$ cat src/gpx_pkg.sv
// package with register map, field layout and reset values of the six-pin port
// ==============================
// How it works
// - direction clear: pin is input, data read returns the synchronised pin level
// - bit x of data, direction and option registers controls pin x
// - writing data of an input pin only updates the latch, pin untouched
// - the reset-shared pin is never an input, outputs only
// - each interrupt input pin raises a request; sensitivity per source in control register
// - interrupt pins of one vector group are combined, low pin masks others
// - pending request clears when the cpu fetches the matching vector
// - changing a source's sensitivity clears its pending request
// - option clear forces edge detector input to one; toggling may give spurious edge
// - direction set: pin driven from latch, data read returns latch value
// - output option: one push-pull, zero open-drain; latch zero always drives low
// - alternate output overrides port settings, forcing output in its own drive mode
// - input option bit selects floating or pull-up with interrupt
// - interrupt only when input-with-interrupt selected and cpu mask is clear
// - input pin driven by alternate output reads back the alternate output
package gpx_pkg;
   localparam int GPX_PINS = 6;
   localparam int GPX_SRCS = 4;
   // reset-shared output-only pin
   localparam int GPX_RST_PIN = 3;
   // byte offsets on the register bus
   localparam logic [7:0] GPX_OFS_DATA = 8'h00;
   localparam logic [7:0] GPX_OFS_DIR = 8'h04;
   localparam logic [7:0] GPX_OFS_OPT = 8'h08;
   localparam logic [7:0] GPX_OFS_SENS = 8'h0c;
   localparam logic [7:0] GPX_OFS_PEND = 8'h10;
   // reset values
   localparam logic [7:0] GPX_RST_DATA = 8'h00;
   localparam logic [7:0] GPX_RST_DIR = 8'h08;
   localparam logic [7:0] GPX_RST_OPT = 8'h02;
   localparam logic [7:0] GPX_RST_SENS = 8'h00;
   // sensitivity codes, two bits per source
   localparam logic [1:0] GPX_SENS_FALL_LOW = 2'h0;
   localparam logic [1:0] GPX_SENS_RISE = 2'h1;
   localparam logic [1:0] GPX_SENS_FALL = 2'h2;
   localparam logic [1:0] GPX_SENS_BOTH = 2'h3;
   // axi responses
   localparam logic [1:0] GPX_RESP_OKAY = 2'h0;
   localparam logic [1:0] GPX_RESP_SLVERR = 2'h2;
   // pin to interrupt source grouping, 2 bits per pin
   localparam logic [11:0] GPX_PIN_SRC = 12'hed0;
endpackage

$ cat src/gpx_port.sv
// six-pin gpio port with external interrupts and axi4-lite registers
module gpx_port (
   input wire logic ref_clk,
   input wire logic rstn,
   input wire logic [7:0] s_axi_awaddr,
   input wire logic s_axi_awvalid,
   output logic s_axi_awready,
   input wire logic [31:0] s_axi_wdata,
   input wire logic [3:0] s_axi_wstrb,
   input wire logic s_axi_wvalid,
   output logic s_axi_wready,
   output logic [1:0] s_axi_bresp,
   output logic s_axi_bvalid,
   input wire logic s_axi_bready,
   input wire logic [7:0] s_axi_araddr,
   input wire logic s_axi_arvalid,
   output logic s_axi_arready,
   output logic [31:0] s_axi_rdata,
   output logic [1:0] s_axi_rresp,
   output logic s_axi_rvalid,
   input wire logic s_axi_rready,
   input wire logic [5:0] pin_in,
   output logic [5:0] pin_out,
   output logic [5:0] pin_oe,
   output logic [5:0] pin_pullup,
   input wire logic [5:0] alt_out_en,
   input wire logic [5:0] alt_out_val,
   input wire logic [5:0] alt_open_drain,
   input wire logic cpu_int_mask,
   input wire logic [3:0] vector_fetch,
   output logic [3:0] ext_irq
);
   localparam int N = gpx_pkg::GPX_PINS;
   localparam int S = gpx_pkg::GPX_SRCS;

   logic [N-1:0] data_reg, data_next;
   logic [N-1:0] dir_reg, dir_next;
   logic [N-1:0] opt_reg, opt_next;
   logic [2*S-1:0] sens_reg, sens_next;
   logic [N-1:0] s1_reg, s2_reg, s3_reg, stab_reg, stab_next;
   logic [N-1:0] out_reg, out_next, oe_reg, oe_next, pu_reg, pu_next;
   logic [S-1:0] irq_reg, irq_next;
   logic [S-1:0] sens_chg;
   logic [S-1:0] pend;
   logic [S-1:0] grp_level;
   logic [N-1:0] det_in;
   logic aw_got_reg, aw_got_next, w_got_reg, w_got_next;
   logic [7:0] aw_reg, aw_next;
   logic [31:0] wd_reg, wd_next;
   logic [3:0] ws_reg, ws_next;
   logic bvalid_reg, bvalid_next, rvalid_reg, rvalid_next;
   logic [1:0] bresp_reg, bresp_next, rresp_reg, rresp_next;
   logic [31:0] rdata_reg, rdata_next;
   logic do_write;
   logic [4:0] wr_sel;
   // readies registered so every bus output leaves a flip-flop
   logic awready_reg, wready_reg, arready_reg;

   // map a bus offset onto a decoded register select
   function automatic logic [4:0] reg_sel(input logic [7:0] a);
      reg_sel = {a == gpx_pkg::GPX_OFS_PEND, a == gpx_pkg::GPX_OFS_SENS, a == gpx_pkg::GPX_OFS_OPT,
                 a == gpx_pkg::GPX_OFS_DIR, a == gpx_pkg::GPX_OFS_DATA};
   endfunction

   // which interrupt source a pin feeds
   function automatic logic [1:0] pin_src(input int p);
      pin_src = gpx_pkg::GPX_PIN_SRC[2*p +: 2];
   endfunction

   // ==============================
   // pin synchroniser, second and third stage must agree
   always_comb begin
      stab_next = stab_reg;
      for (int i = 0; i < N; i++) begin
         if (s2_reg[i] == s3_reg[i]) begin
            stab_next[i] = s3_reg[i];
         end
      end
   end
   always_ff @(posedge ref_clk) begin
      if (!rstn) begin
         s1_reg <= '1;
         s2_reg <= '1;
         s3_reg <= '1;
         stab_reg <= '1;
      end else begin
         s1_reg <= pin_in;
         s2_reg <= s1_reg;
         s3_reg <= s2_reg;
         stab_reg <= stab_next;
      end
   end

   // ==============================
   // pin drive: alternate output wins, then port direction
   always_comb begin
      for (int i = 0; i < N; i++) begin
         if (alt_out_en[i]) begin
            // peripheral chooses its own drive style
            out_next[i] = alt_out_val[i];
            oe_next[i] = alt_open_drain[i] ? !alt_out_val[i] : 1'b1;
            pu_next[i] = 1'b0;
         end else if (dir_reg[i] || i == gpx_pkg::GPX_RST_PIN) begin
            // latch value: zero always low, one high only in push-pull
            out_next[i] = data_reg[i];
            oe_next[i] = opt_reg[i] ? 1'b1 : !data_reg[i];
            pu_next[i] = 1'b0;
         end else begin
            // input: latch kept but not driven
            out_next[i] = 1'b0;
            oe_next[i] = 1'b0;
            pu_next[i] = opt_reg[i];
         end
      end
   end

   // ==============================
   // edge detector feed, held high when interrupt not selected
   always_comb begin
      for (int i = 0; i < N; i++) begin
         det_in[i] = (!dir_reg[i] && opt_reg[i] && i != gpx_pkg::GPX_RST_PIN) ? stab_reg[i] : 1'b1;
      end
      // and-combine each group so a low pin masks the rest
      grp_level = '1;
      for (int i = 0; i < N; i++) begin
         grp_level[pin_src(i)] = grp_level[pin_src(i)] & det_in[i];
      end
   end

   genvar g;
   generate
      for (g = 0; g < S; g++) begin : g_src
         gpx_edge u_edge (
            .ref_clk(ref_clk),
            .rstn(rstn),
            .level(grp_level[g]),
            .sens(sens_reg[2*g +: 2]),
            .sens_change(sens_chg[g]),
            .vector_fetch(vector_fetch[g]),
            .pending(pend[g])
         );
      end
   endgenerate

   // request gated by the cpu mask
   always_comb begin
      irq_next = cpu_int_mask ? '0 : pend;
   end

   // ==============================
   // axi write channel: address and data taken in either order
   assign do_write = aw_got_reg && w_got_reg && !bvalid_reg;
   assign wr_sel = reg_sel(aw_reg);
   always_comb begin
      aw_got_next = aw_got_reg;
      w_got_next = w_got_reg;
      aw_next = aw_reg;
      wd_next = wd_reg;
      ws_next = ws_reg;
      bvalid_next = bvalid_reg;
      bresp_next = bresp_reg;
      data_next = data_reg;
      dir_next = dir_reg;
      opt_next = opt_reg;
      sens_next = sens_reg;
      sens_chg = '0;
      if (s_axi_awvalid && !aw_got_reg) begin
         aw_got_next = 1'b1;
         aw_next = s_axi_awaddr;
      end
      if (s_axi_wvalid && !w_got_reg) begin
         w_got_next = 1'b1;
         wd_next = s_axi_wdata;
         ws_next = s_axi_wstrb;
      end
      if (do_write) begin
         aw_got_next = 1'b0;
         w_got_next = 1'b0;
         bvalid_next = 1'b1;
         bresp_next = (reg_sel(aw_reg) != 5'h00) ? gpx_pkg::GPX_RESP_OKAY : gpx_pkg::GPX_RESP_SLVERR;
         // only byte lane 0 carries register bits
         if (ws_reg[0]) begin
            // each data, direction and option bit steers the pin at its own position
            if (wr_sel[0]) data_next = wd_reg[N-1:0];
            if (wr_sel[1]) dir_next = wd_reg[N-1:0];
            if (wr_sel[2]) opt_next = wd_reg[N-1:0];
            if (wr_sel[3]) begin
               sens_next = wd_reg[2*S-1:0];
               // per-pair compare, only a source whose code moved is cleared
               for (int k = 0; k < S; k++) begin
                  sens_chg[k] = wd_reg[2*k +: 2] != sens_reg[2*k +: 2];
               end
            end
         end
      end
      if (bvalid_reg && s_axi_bready) begin
         bvalid_next = 1'b0;
      end
   end
   always_ff @(posedge ref_clk) begin
      if (!rstn) begin
         aw_got_reg <= 1'b0;
         w_got_reg <= 1'b0;
         aw_reg <= 8'h00;
         wd_reg <= 32'h0000_0000;
         ws_reg <= 4'h0;
         bvalid_reg <= 1'b0;
         bresp_reg <= gpx_pkg::GPX_RESP_OKAY;
         data_reg <= gpx_pkg::GPX_RST_DATA[N-1:0];
         dir_reg <= gpx_pkg::GPX_RST_DIR[N-1:0];
         opt_reg <= gpx_pkg::GPX_RST_OPT[N-1:0];
         sens_reg <= gpx_pkg::GPX_RST_SENS[2*S-1:0];
         awready_reg <= 1'b1;
         wready_reg <= 1'b1;
      end else begin
         aw_got_reg <= aw_got_next;
         w_got_reg <= w_got_next;
         aw_reg <= aw_next;
         wd_reg <= wd_next;
         ws_reg <= ws_next;
         bvalid_reg <= bvalid_next;
         bresp_reg <= bresp_next;
         data_reg <= data_next;
         dir_reg <= dir_next;
         opt_reg <= opt_next;
         sens_reg <= sens_next;
         awready_reg <= !aw_got_next;
         wready_reg <= !w_got_next;
      end
   end

   // ==============================
   // axi read channel, one cycle after the address is taken
   always_comb begin
      logic [N-1:0] rd_pins;
      rd_pins = '0;
      rvalid_next = rvalid_reg;
      rdata_next = rdata_reg;
      rresp_next = rresp_reg;
      for (int i = 0; i < N; i++) begin
         if (alt_out_en[i]) begin
            rd_pins[i] = alt_out_val[i];
         end else if (dir_reg[i] || i == gpx_pkg::GPX_RST_PIN) begin
            rd_pins[i] = data_reg[i];
         end else begin
            rd_pins[i] = stab_reg[i];
         end
      end
      if (s_axi_arvalid && !rvalid_reg) begin
         rvalid_next = 1'b1;
         rresp_next = gpx_pkg::GPX_RESP_OKAY;
         case (reg_sel(s_axi_araddr))
            5'h01: rdata_next = {26'h0, rd_pins};
            5'h02: rdata_next = {26'h0, dir_reg};
            5'h04: rdata_next = {26'h0, opt_reg};
            5'h08: rdata_next = {24'h0, sens_reg};
            5'h10: rdata_next = {28'h0, pend};
            default: begin
               rdata_next = 32'h0000_0000;
               rresp_next = gpx_pkg::GPX_RESP_SLVERR;
            end
         endcase
      end else if (rvalid_reg && s_axi_rready) begin
         rvalid_next = 1'b0;
      end
   end
   always_ff @(posedge ref_clk) begin
      if (!rstn) begin
         rvalid_reg <= 1'b0;
         rdata_reg <= 32'h0000_0000;
         rresp_reg <= gpx_pkg::GPX_RESP_OKAY;
         out_reg <= '0;
         oe_reg <= '0;
         pu_reg <= '0;
         irq_reg <= '0;
         arready_reg <= 1'b1;
      end else begin
         rvalid_reg <= rvalid_next;
         rdata_reg <= rdata_next;
         rresp_reg <= rresp_next;
         out_reg <= out_next;
         oe_reg <= oe_next;
         pu_reg <= pu_next;
         irq_reg <= irq_next;
         arready_reg <= !rvalid_next;
      end
   end

   // ==============================
   // outputs straight from flip-flops
   assign s_axi_awready = awready_reg;
   assign s_axi_wready = wready_reg;
   assign s_axi_bvalid = bvalid_reg;
   assign s_axi_bresp = bresp_reg;
   assign s_axi_arready = arready_reg;
   assign s_axi_rvalid = rvalid_reg;
   assign s_axi_rdata = rdata_reg;
   assign s_axi_rresp = rresp_reg;
   assign pin_out = out_reg;
   assign pin_oe = oe_reg;
   assign pin_pullup = pu_reg;
   assign ext_irq = irq_reg;
endmodule

$ cat src/gpx_edge.sv
// per-source sensitivity detector with pending latch
module gpx_edge (
   input wire logic ref_clk,
   input wire logic rstn,
   input wire logic level,
   input wire logic [1:0] sens,
   input wire logic sens_change,
   input wire logic vector_fetch,
   output logic pending
);
   logic prev_reg, prev_next;
   logic pend_reg, pend_next;
   logic hit;
   assign pending = pend_reg;
   // ==============================
   // event detect
   always_comb begin
      prev_next = level;
      case (sens)
         gpx_pkg::GPX_SENS_FALL_LOW: hit = !level;
         gpx_pkg::GPX_SENS_RISE: hit = level && !prev_reg;
         gpx_pkg::GPX_SENS_FALL: hit = !level && prev_reg;
         default: hit = level != prev_reg;
      endcase
      // fetch and sensitivity change clear; fresh event wins over fetch
      pend_next = pend_reg;
      if (vector_fetch) begin
         pend_next = 1'b0;
      end
      if (hit) begin
         pend_next = 1'b1;
      end
      if (sens_change) begin
         pend_next = 1'b0;
      end
   end
   always_ff @(posedge ref_clk) begin
      if (!rstn) begin
         prev_reg <= 1'b1;
         pend_reg <= 1'b0;
      end else begin
         prev_reg <= prev_next;
         pend_reg <= pend_next;
      end
   end
endmodule

$ cat config.mk
export PLATFORM = sky130hd
export DESIGN_NAME = gpx_port
export DESIGN_NICKNAME = d
export VERILOG_FILES = /design/src/gpx_pkg.sv /design/src/gpx_port.sv /design/src/gpx_edge.sv
export SDC_FILE = /design/constraint.sdc
export NUM_CORES = 1
export LEC_CHECK = 0
export BUFFER_PORTS_ARGS = -buffer_cell sky130_fd_sc_hd__buf_2
export CAP_MARGIN = 20
export CORE_MARGIN = 5
export CORE_UTILIZATION = 35
export DETAILED_ROUTE_END_ITERATION = 7
export PLACE_DENSITY = 0.66
export RECOVER_POWER = 100
export SYNTH_ARGS = -nofsm -noshare
export SYNTH_HDL_FRONTEND = slang
export SYNTH_SLANG_ARGS = --single-unit
$ cat constraint.sdc
create_clock -name ref_clk -period 2.75 [get_ports ref_clk]
set_input_delay 0.275 -clock ref_clk [delete_from_list [all_inputs] [get_ports ref_clk]]
set_output_delay 0.275 -clock ref_clk [all_outputs]
set_load 0.05 [all_outputs]
### Yosys cells after proc, flatten, opt, wreduce, memory -nomap -nowiden

Cells that the tools add are included.

* equality and inequality tests: 34
* mux-type cells: 73
* bitwise logic cells: 2
* reduce and logical (&&, ||, !) cells: 79

Operators by type and width (count)
* $mux W1: 63
* $pmux W8 S5: 1
* $eq A8 B4 Y1 const B: 4
* $logic_not A1 Y1: 32
* $logic_and A1 B1 Y1: 20
* $eq A8 B3 Y1 const B: 2
* $eq A8 B5 Y1 const B: 2
* $logic_not A8 Y1: 2
* $reduce_or A3 Y1: 5
* $mux W4: 3
* $pmux W1 S3: 4
* $reduce_and A3 Y1: 4
* $reduce_or A2 Y1: 6
* $eq A2 B1 Y1 const B: 4
* $eq A2 B2 Y1 const B: 4
* $logic_not A2 Y1: 4
* $ne A2 B2 Y1: 4
* $reduce_bool A2 Y1: 4
* $eq A1 B1 Y1: 5
* $eq A5 B1 Y1 const B: 1
* $eq A5 B2 Y1 const B: 1
* $eq A5 B3 Y1 const B: 1
* $eq A5 B4 Y1 const B: 1
* $eq A5 B5 Y1 const B: 1
* other kinds (6): 10

* bits in registers: 139
* logic and storage cells: 230

### Logic depth before layout (Yosys ltp)

* depth after elaboration: 8
* mapped depth: 8

### Modules after synthesis

From an unflattened synthesis, not the netlist that was laid out.

* cell total of the unflattened synthesis: 524
* area, all modules: 4743.3 um2

Modules (own cells, without submodules)
* gpx_port: times used 1, cells each 464, area each 4237.8 um2, seq. area each 2021.9 um2
* gpx_edge: times used 4, cells each 15, area each 126.4 um2, seq. area each 40.0 um2

### Worst setup path after synthesis

Ideal clock, no wire load.

* path kind: reg2reg
* start: register aw_reg[0]
* end: register data_reg[0]
* setup time: 118 ps
* data arrival time: 1853 ps
* required time: 2632 ps
* path slack: 779 ps
* cell stages (with the launch flop): 6
* path buffers: 1
* cells stage by stage: dfxtp_1 -> or4_4 -> or4_4 -> or2_1 -> buf_6 -> mux2i_1

* longest elaborated chain between the ends: 2

Ends and longest elaborated chain
* from (decl): line gpx_port.sv:48 `logic [7:0] aw_reg, aw_next;`
* from (signal assigned): line gpx_port.sv:218 `aw_reg <= aw_next;`
* $logic_not A8 Y1: line gpx_port.sv:62 `a == gpx_pkg::GPX_OFS_DIR, a == gpx_pkg::GPX_OFS_DATA};`
* $reduce_and A3 Y1 (no source line)
* to (signal assigned): line gpx_port.sv:209 `data_reg <= gpx_pkg::GPX_RST_DATA[N-1:0];`
* to (signal assigned): line gpx_port.sv:223 `data_reg <= data_next;`
* to (decl): line gpx_port.sv:36 `logic [N-1:0] data_reg, data_next;`

No other way between the ends.
A chain may end at the register's enable or synchronous reset.

### Final worst setup path

* start: register aw_reg[0]
* end: register dir_reg[3]

* longest elaborated chain between the ends: 2

Ends and longest elaborated chain
* $eq A8 B3 Y1: line gpx_port.sv:62
* $reduce_and A3 Y1 (no source line)
* to (signal assigned): line gpx_port.sv:210 `dir_reg <= gpx_pkg::GPX_RST_DIR[N-1:0];`
* to (signal assigned): line gpx_port.sv:224 `dir_reg <= dir_next;`
* to (decl): line gpx_port.sv:37 `logic [N-1:0] dir_reg, dir_next;`

No other way between the ends.

==> impl_metrics.json <==
{
  "cp-end-kind": "flip-flop",
  "die_w_um": 125,
  "drcViolationCount": 0,
  "tns_ns": 0,
  "slowest_stage": "or4_1",
  "crit_required_ns": 2.91,
  "whs_ns": 0.105,
  "routed_wl_um": 10800,
  "critPathLaunchType": "flip-flop",
  "io_pins": 151,
  "seqPwrFrac_pct": 50.9,
  "syn_inst": 491,
  "period_minus_slack_ns": 2.23,
  "track_usage_pct": 13.8,
  "fill_cells": 1348,
  "clock-sinks": 109,
  "fp.coreArea_um2": 13100,
  "outcome": "complete, but fails checks",
  "cts_resized": 0,
  "worst-path-max-fanout": 6,
  "grt_pass1_vias": 3466,
  "slew_viol_final": 48,
  "root_buffer": "clkbuf_16",
  "comb_power_share_pct": 10.7,
  "numCtsBuffers": 9,
  "power.density_nw_per_um2": 601,
  "violations": "capacitance limit, slew limit",
  "dieArea_um2": 15700,
  "h-tree-depth": 3,
  "synth_top_area_share_pct": 47.0,
  "report.final.hold_viol_count": 0,
  "avgSynthCellArea_um2": 9.45,
  "grt_pass1_wl_um": 17300,
  "drive_above_1_share_pct": 14.9,
  "ir_drop_uv": 261,
  "fin_crit_sh_pct": 81.1,
  "cp_cell_sequence": "or4_1, nor4_1, clkbuf_1, mux2i_1, nand2_1",
  "ys_warn_count": 0,
  "skew_ns": 0.00776,
  "synth_seq_area_share_pct": 47.0,
  "vias_per_cell": 4.79,
  "synth_area_leader_cell": "dfxtp_1",
  "drt_iter0_drc": 130,
  "setup_viol": 0,
  "hpwl_um": 8090,
  "synth_async_sr_flop_share_pct": 0,
  "rsz0062_at_grt": "no",
  "clk_pin_slew_ns": 0.07,
  "multiInputGateArea_um2": 2170,
  "ff_latch_area_um2": 2180,
  "clkLatencyLatePin_ns": 0.35,
  "die_h_um": 125,
  "grt_max_degree": 48,
  "diodes": 0,
  "cts_max_path_buffers": 2,
  "min-delay-path-class": "primary input to flip-flop",
  "overflow": 0,
  "leakagePower_nw": 2.15,
  "worst_path_largest_cell_delay_ns": 0.59,
  "syn_area_um2": 4640,
  "postCtsHoldBufs": 0,
  "num_vias": 3638,
  "ant_nets": 0,
  "synth_cell_types": 47,
  "tightest_slew_ns": 1.98,
  "synth-edff-count": 0,
  "crit_buf_inv": 1,
  "critical_path_class": "flip-flop to flip-flop",
  "critPathArrivalTime_ns": 2.39,
  "wl_per_cell_um": 14.2,
  "start_util_pct": 35.3,
  "synthTopCellsByArea": "dfxtp_1 47%, mux2i_1 9.7%, buf_4 4.4%",
  "place_area_um2": 5190,
  "place_congestion": 0.821,
  "core.rowCount": 42,
  "cts_tree": "yes",
  "max_freq_mhz": 449,
  "p_sw_mw": 0.842,
  "p_clk_share_pct": 38.3,
  "swShare_pct": 26.0,
  "postCtsSetupRepairBufs": 0,
  "ys.flop_type": "dfxtp_1",
  "cap_violations": 1,
  "ys_ff_latch": 109,
  "area_delta_synth_final_pct": 16.3,
  "io_buffers": 95,
  "final_area_um2": 5390,
  "slew_headroom_pct": -32.1,
  "layout.nets": 675,
  "cp_top_family": "simple AND/OR/NAND/NOR gates",
  "p_int_mw": 2.40,
  "drtPass1Iterations": 4,
  "grt_antenna_before_repair": 0
}
[per-stage QoR]
stage | setup WS [ns] | utilization (%) | instances | power [mW]
2_1_floorplan | 0.779 | - | 517 | 1.97
3_3_place_gp | 0.599 | 39.5 | 744 | 2.04
3_5_place_dp | 0.586 | 39.5 | 744 | 2.05
4_1_cts | 0.582 | 41.7 | 760 | 3.29
5_1_grt | 0.258 | 41.1 | 760 | 3.38
6_report | 0.521 | 41.1 | 760 | 3.24
[per-layer routing]
layer / vias up / global-route usage, % / routed length [µm]
li1: 1808 / - / -
met3: 15 / 4.48 / 637
met2: 92 / 23.0 / 5360
met1: 1723 / 16.4 / 4560
met4: 0 / 5.68 / 226
met5: - / 0 / 0
[worst reg2reg max path, stage by stage (launching register included)]
cell and delay, ns:
dfxtp_1 0.31, or4_1 0.59, nor4_1 0.33, clkbuf_1 0.51
mux2i_1 0.25, nand2_1 0.06
[power by group through the flow]
| stage | Clock (mW) | Sequential [mW] | Combinational (mW) |
|---|---|---|---|
| after floorplan | 0 | 1.74 | 0.230 |
| after CTS | 1.28 | 1.65 | 0.360 |
| final | 1.24 | 1.65 | 0.349 |
| after global routing | 1.35 | 1.66 | 0.378 |
| after detailed placement | 0 | 1.69 | 0.360 |
| after global placement | 0 | 1.69 | 0.354 |
[cell usage in the layout, fill, tap and decap left out, types with 9 or more instances in the layout]
master and n:
o21ai_0 20, buf_2 58, conb_1 27, clkbuf_1 43, nand2_1 50, inv_1 19, dfxtp_1 109, nand2b_1 28
nor2_1 39, clkbuf_16 9, a21oi_1 28, mux2i_1 45
[cells by family after synthesis]
logic type,Yosys count,share of synthesized area (%)
and+or+nand+nor,165,18.7
AOI/OAI and AO/OA,79,10.8
xor gates and xnor gates,8,1.51
DFF,109,47.0
other,1,0.0808
muxes,51,11.7
adders and majority gates,8,2.16
buffers and inverters,70,8.04
[cell type report]
| type | count | share of cell area (%) |
|---|---|---|
| clock inverter | 3 | 0.348 |
| sequential | 109 | 40.5 |
| timing repair buffer | 101 | 8.44 |
| multi-input combinational | 338 | 40.3 |
| tap | 176 | 4.08 |
| inverter | 20 | 1.39 |
| clock buffer | 13 | 5.01 |
[synthesized netlist by cell type, drive strengths merged, types with 3 or more instances]
| cell type | count |
|---|---|
| nor3b | 6 |
| inv | 20 |
| mux2 | 4 |
| nand2 | 50 |
| nor2 | 39 |
| a2bb2oi | 4 |
| o41ai | 3 |
| nor2b | 7 |
| mux2i | 45 |
| clkbuf | 19 |
| o21ai | 20 |
| nor4b | 3 |
| nor3 | 6 |
| a21oi | 28 |
| nand2b | 28 |
| ha | 8 |
| o221ai | 4 |
| a311oi | 6 |
| dfxtp | 109 |
| and3 | 4 |
| nand3b | 7 |
| buf | 31 |
| nor4 | 3 |
| or2 | 4 |
| xor2 | 8 |
| a22oi | 4 |
[worst paths after layout]
path | start | to | slack, ns | depth (start not counted)
worst max-delay path | aw_reg[0]$_SDFFE_PN0P_ | dir_reg[3]$_SDFFE_PN1P_ | 0.52 | 5
worst min-delay path | pin_in[4] | s1_reg[4]$_SDFF_PN1_ | 0.10 | 2
worst max register to register | aw_reg[0]$_SDFFE_PN0P_ | dir_reg[3]$_SDFFE_PN1P_ | 0.52 | 5
worst min register to register | s1_reg[5]$_SDFF_PN1_ | s2_reg[5]$_SDFF_PN1_ | 0.41 | 1
No activity file was read; power rests on OpenSTA's default activity.
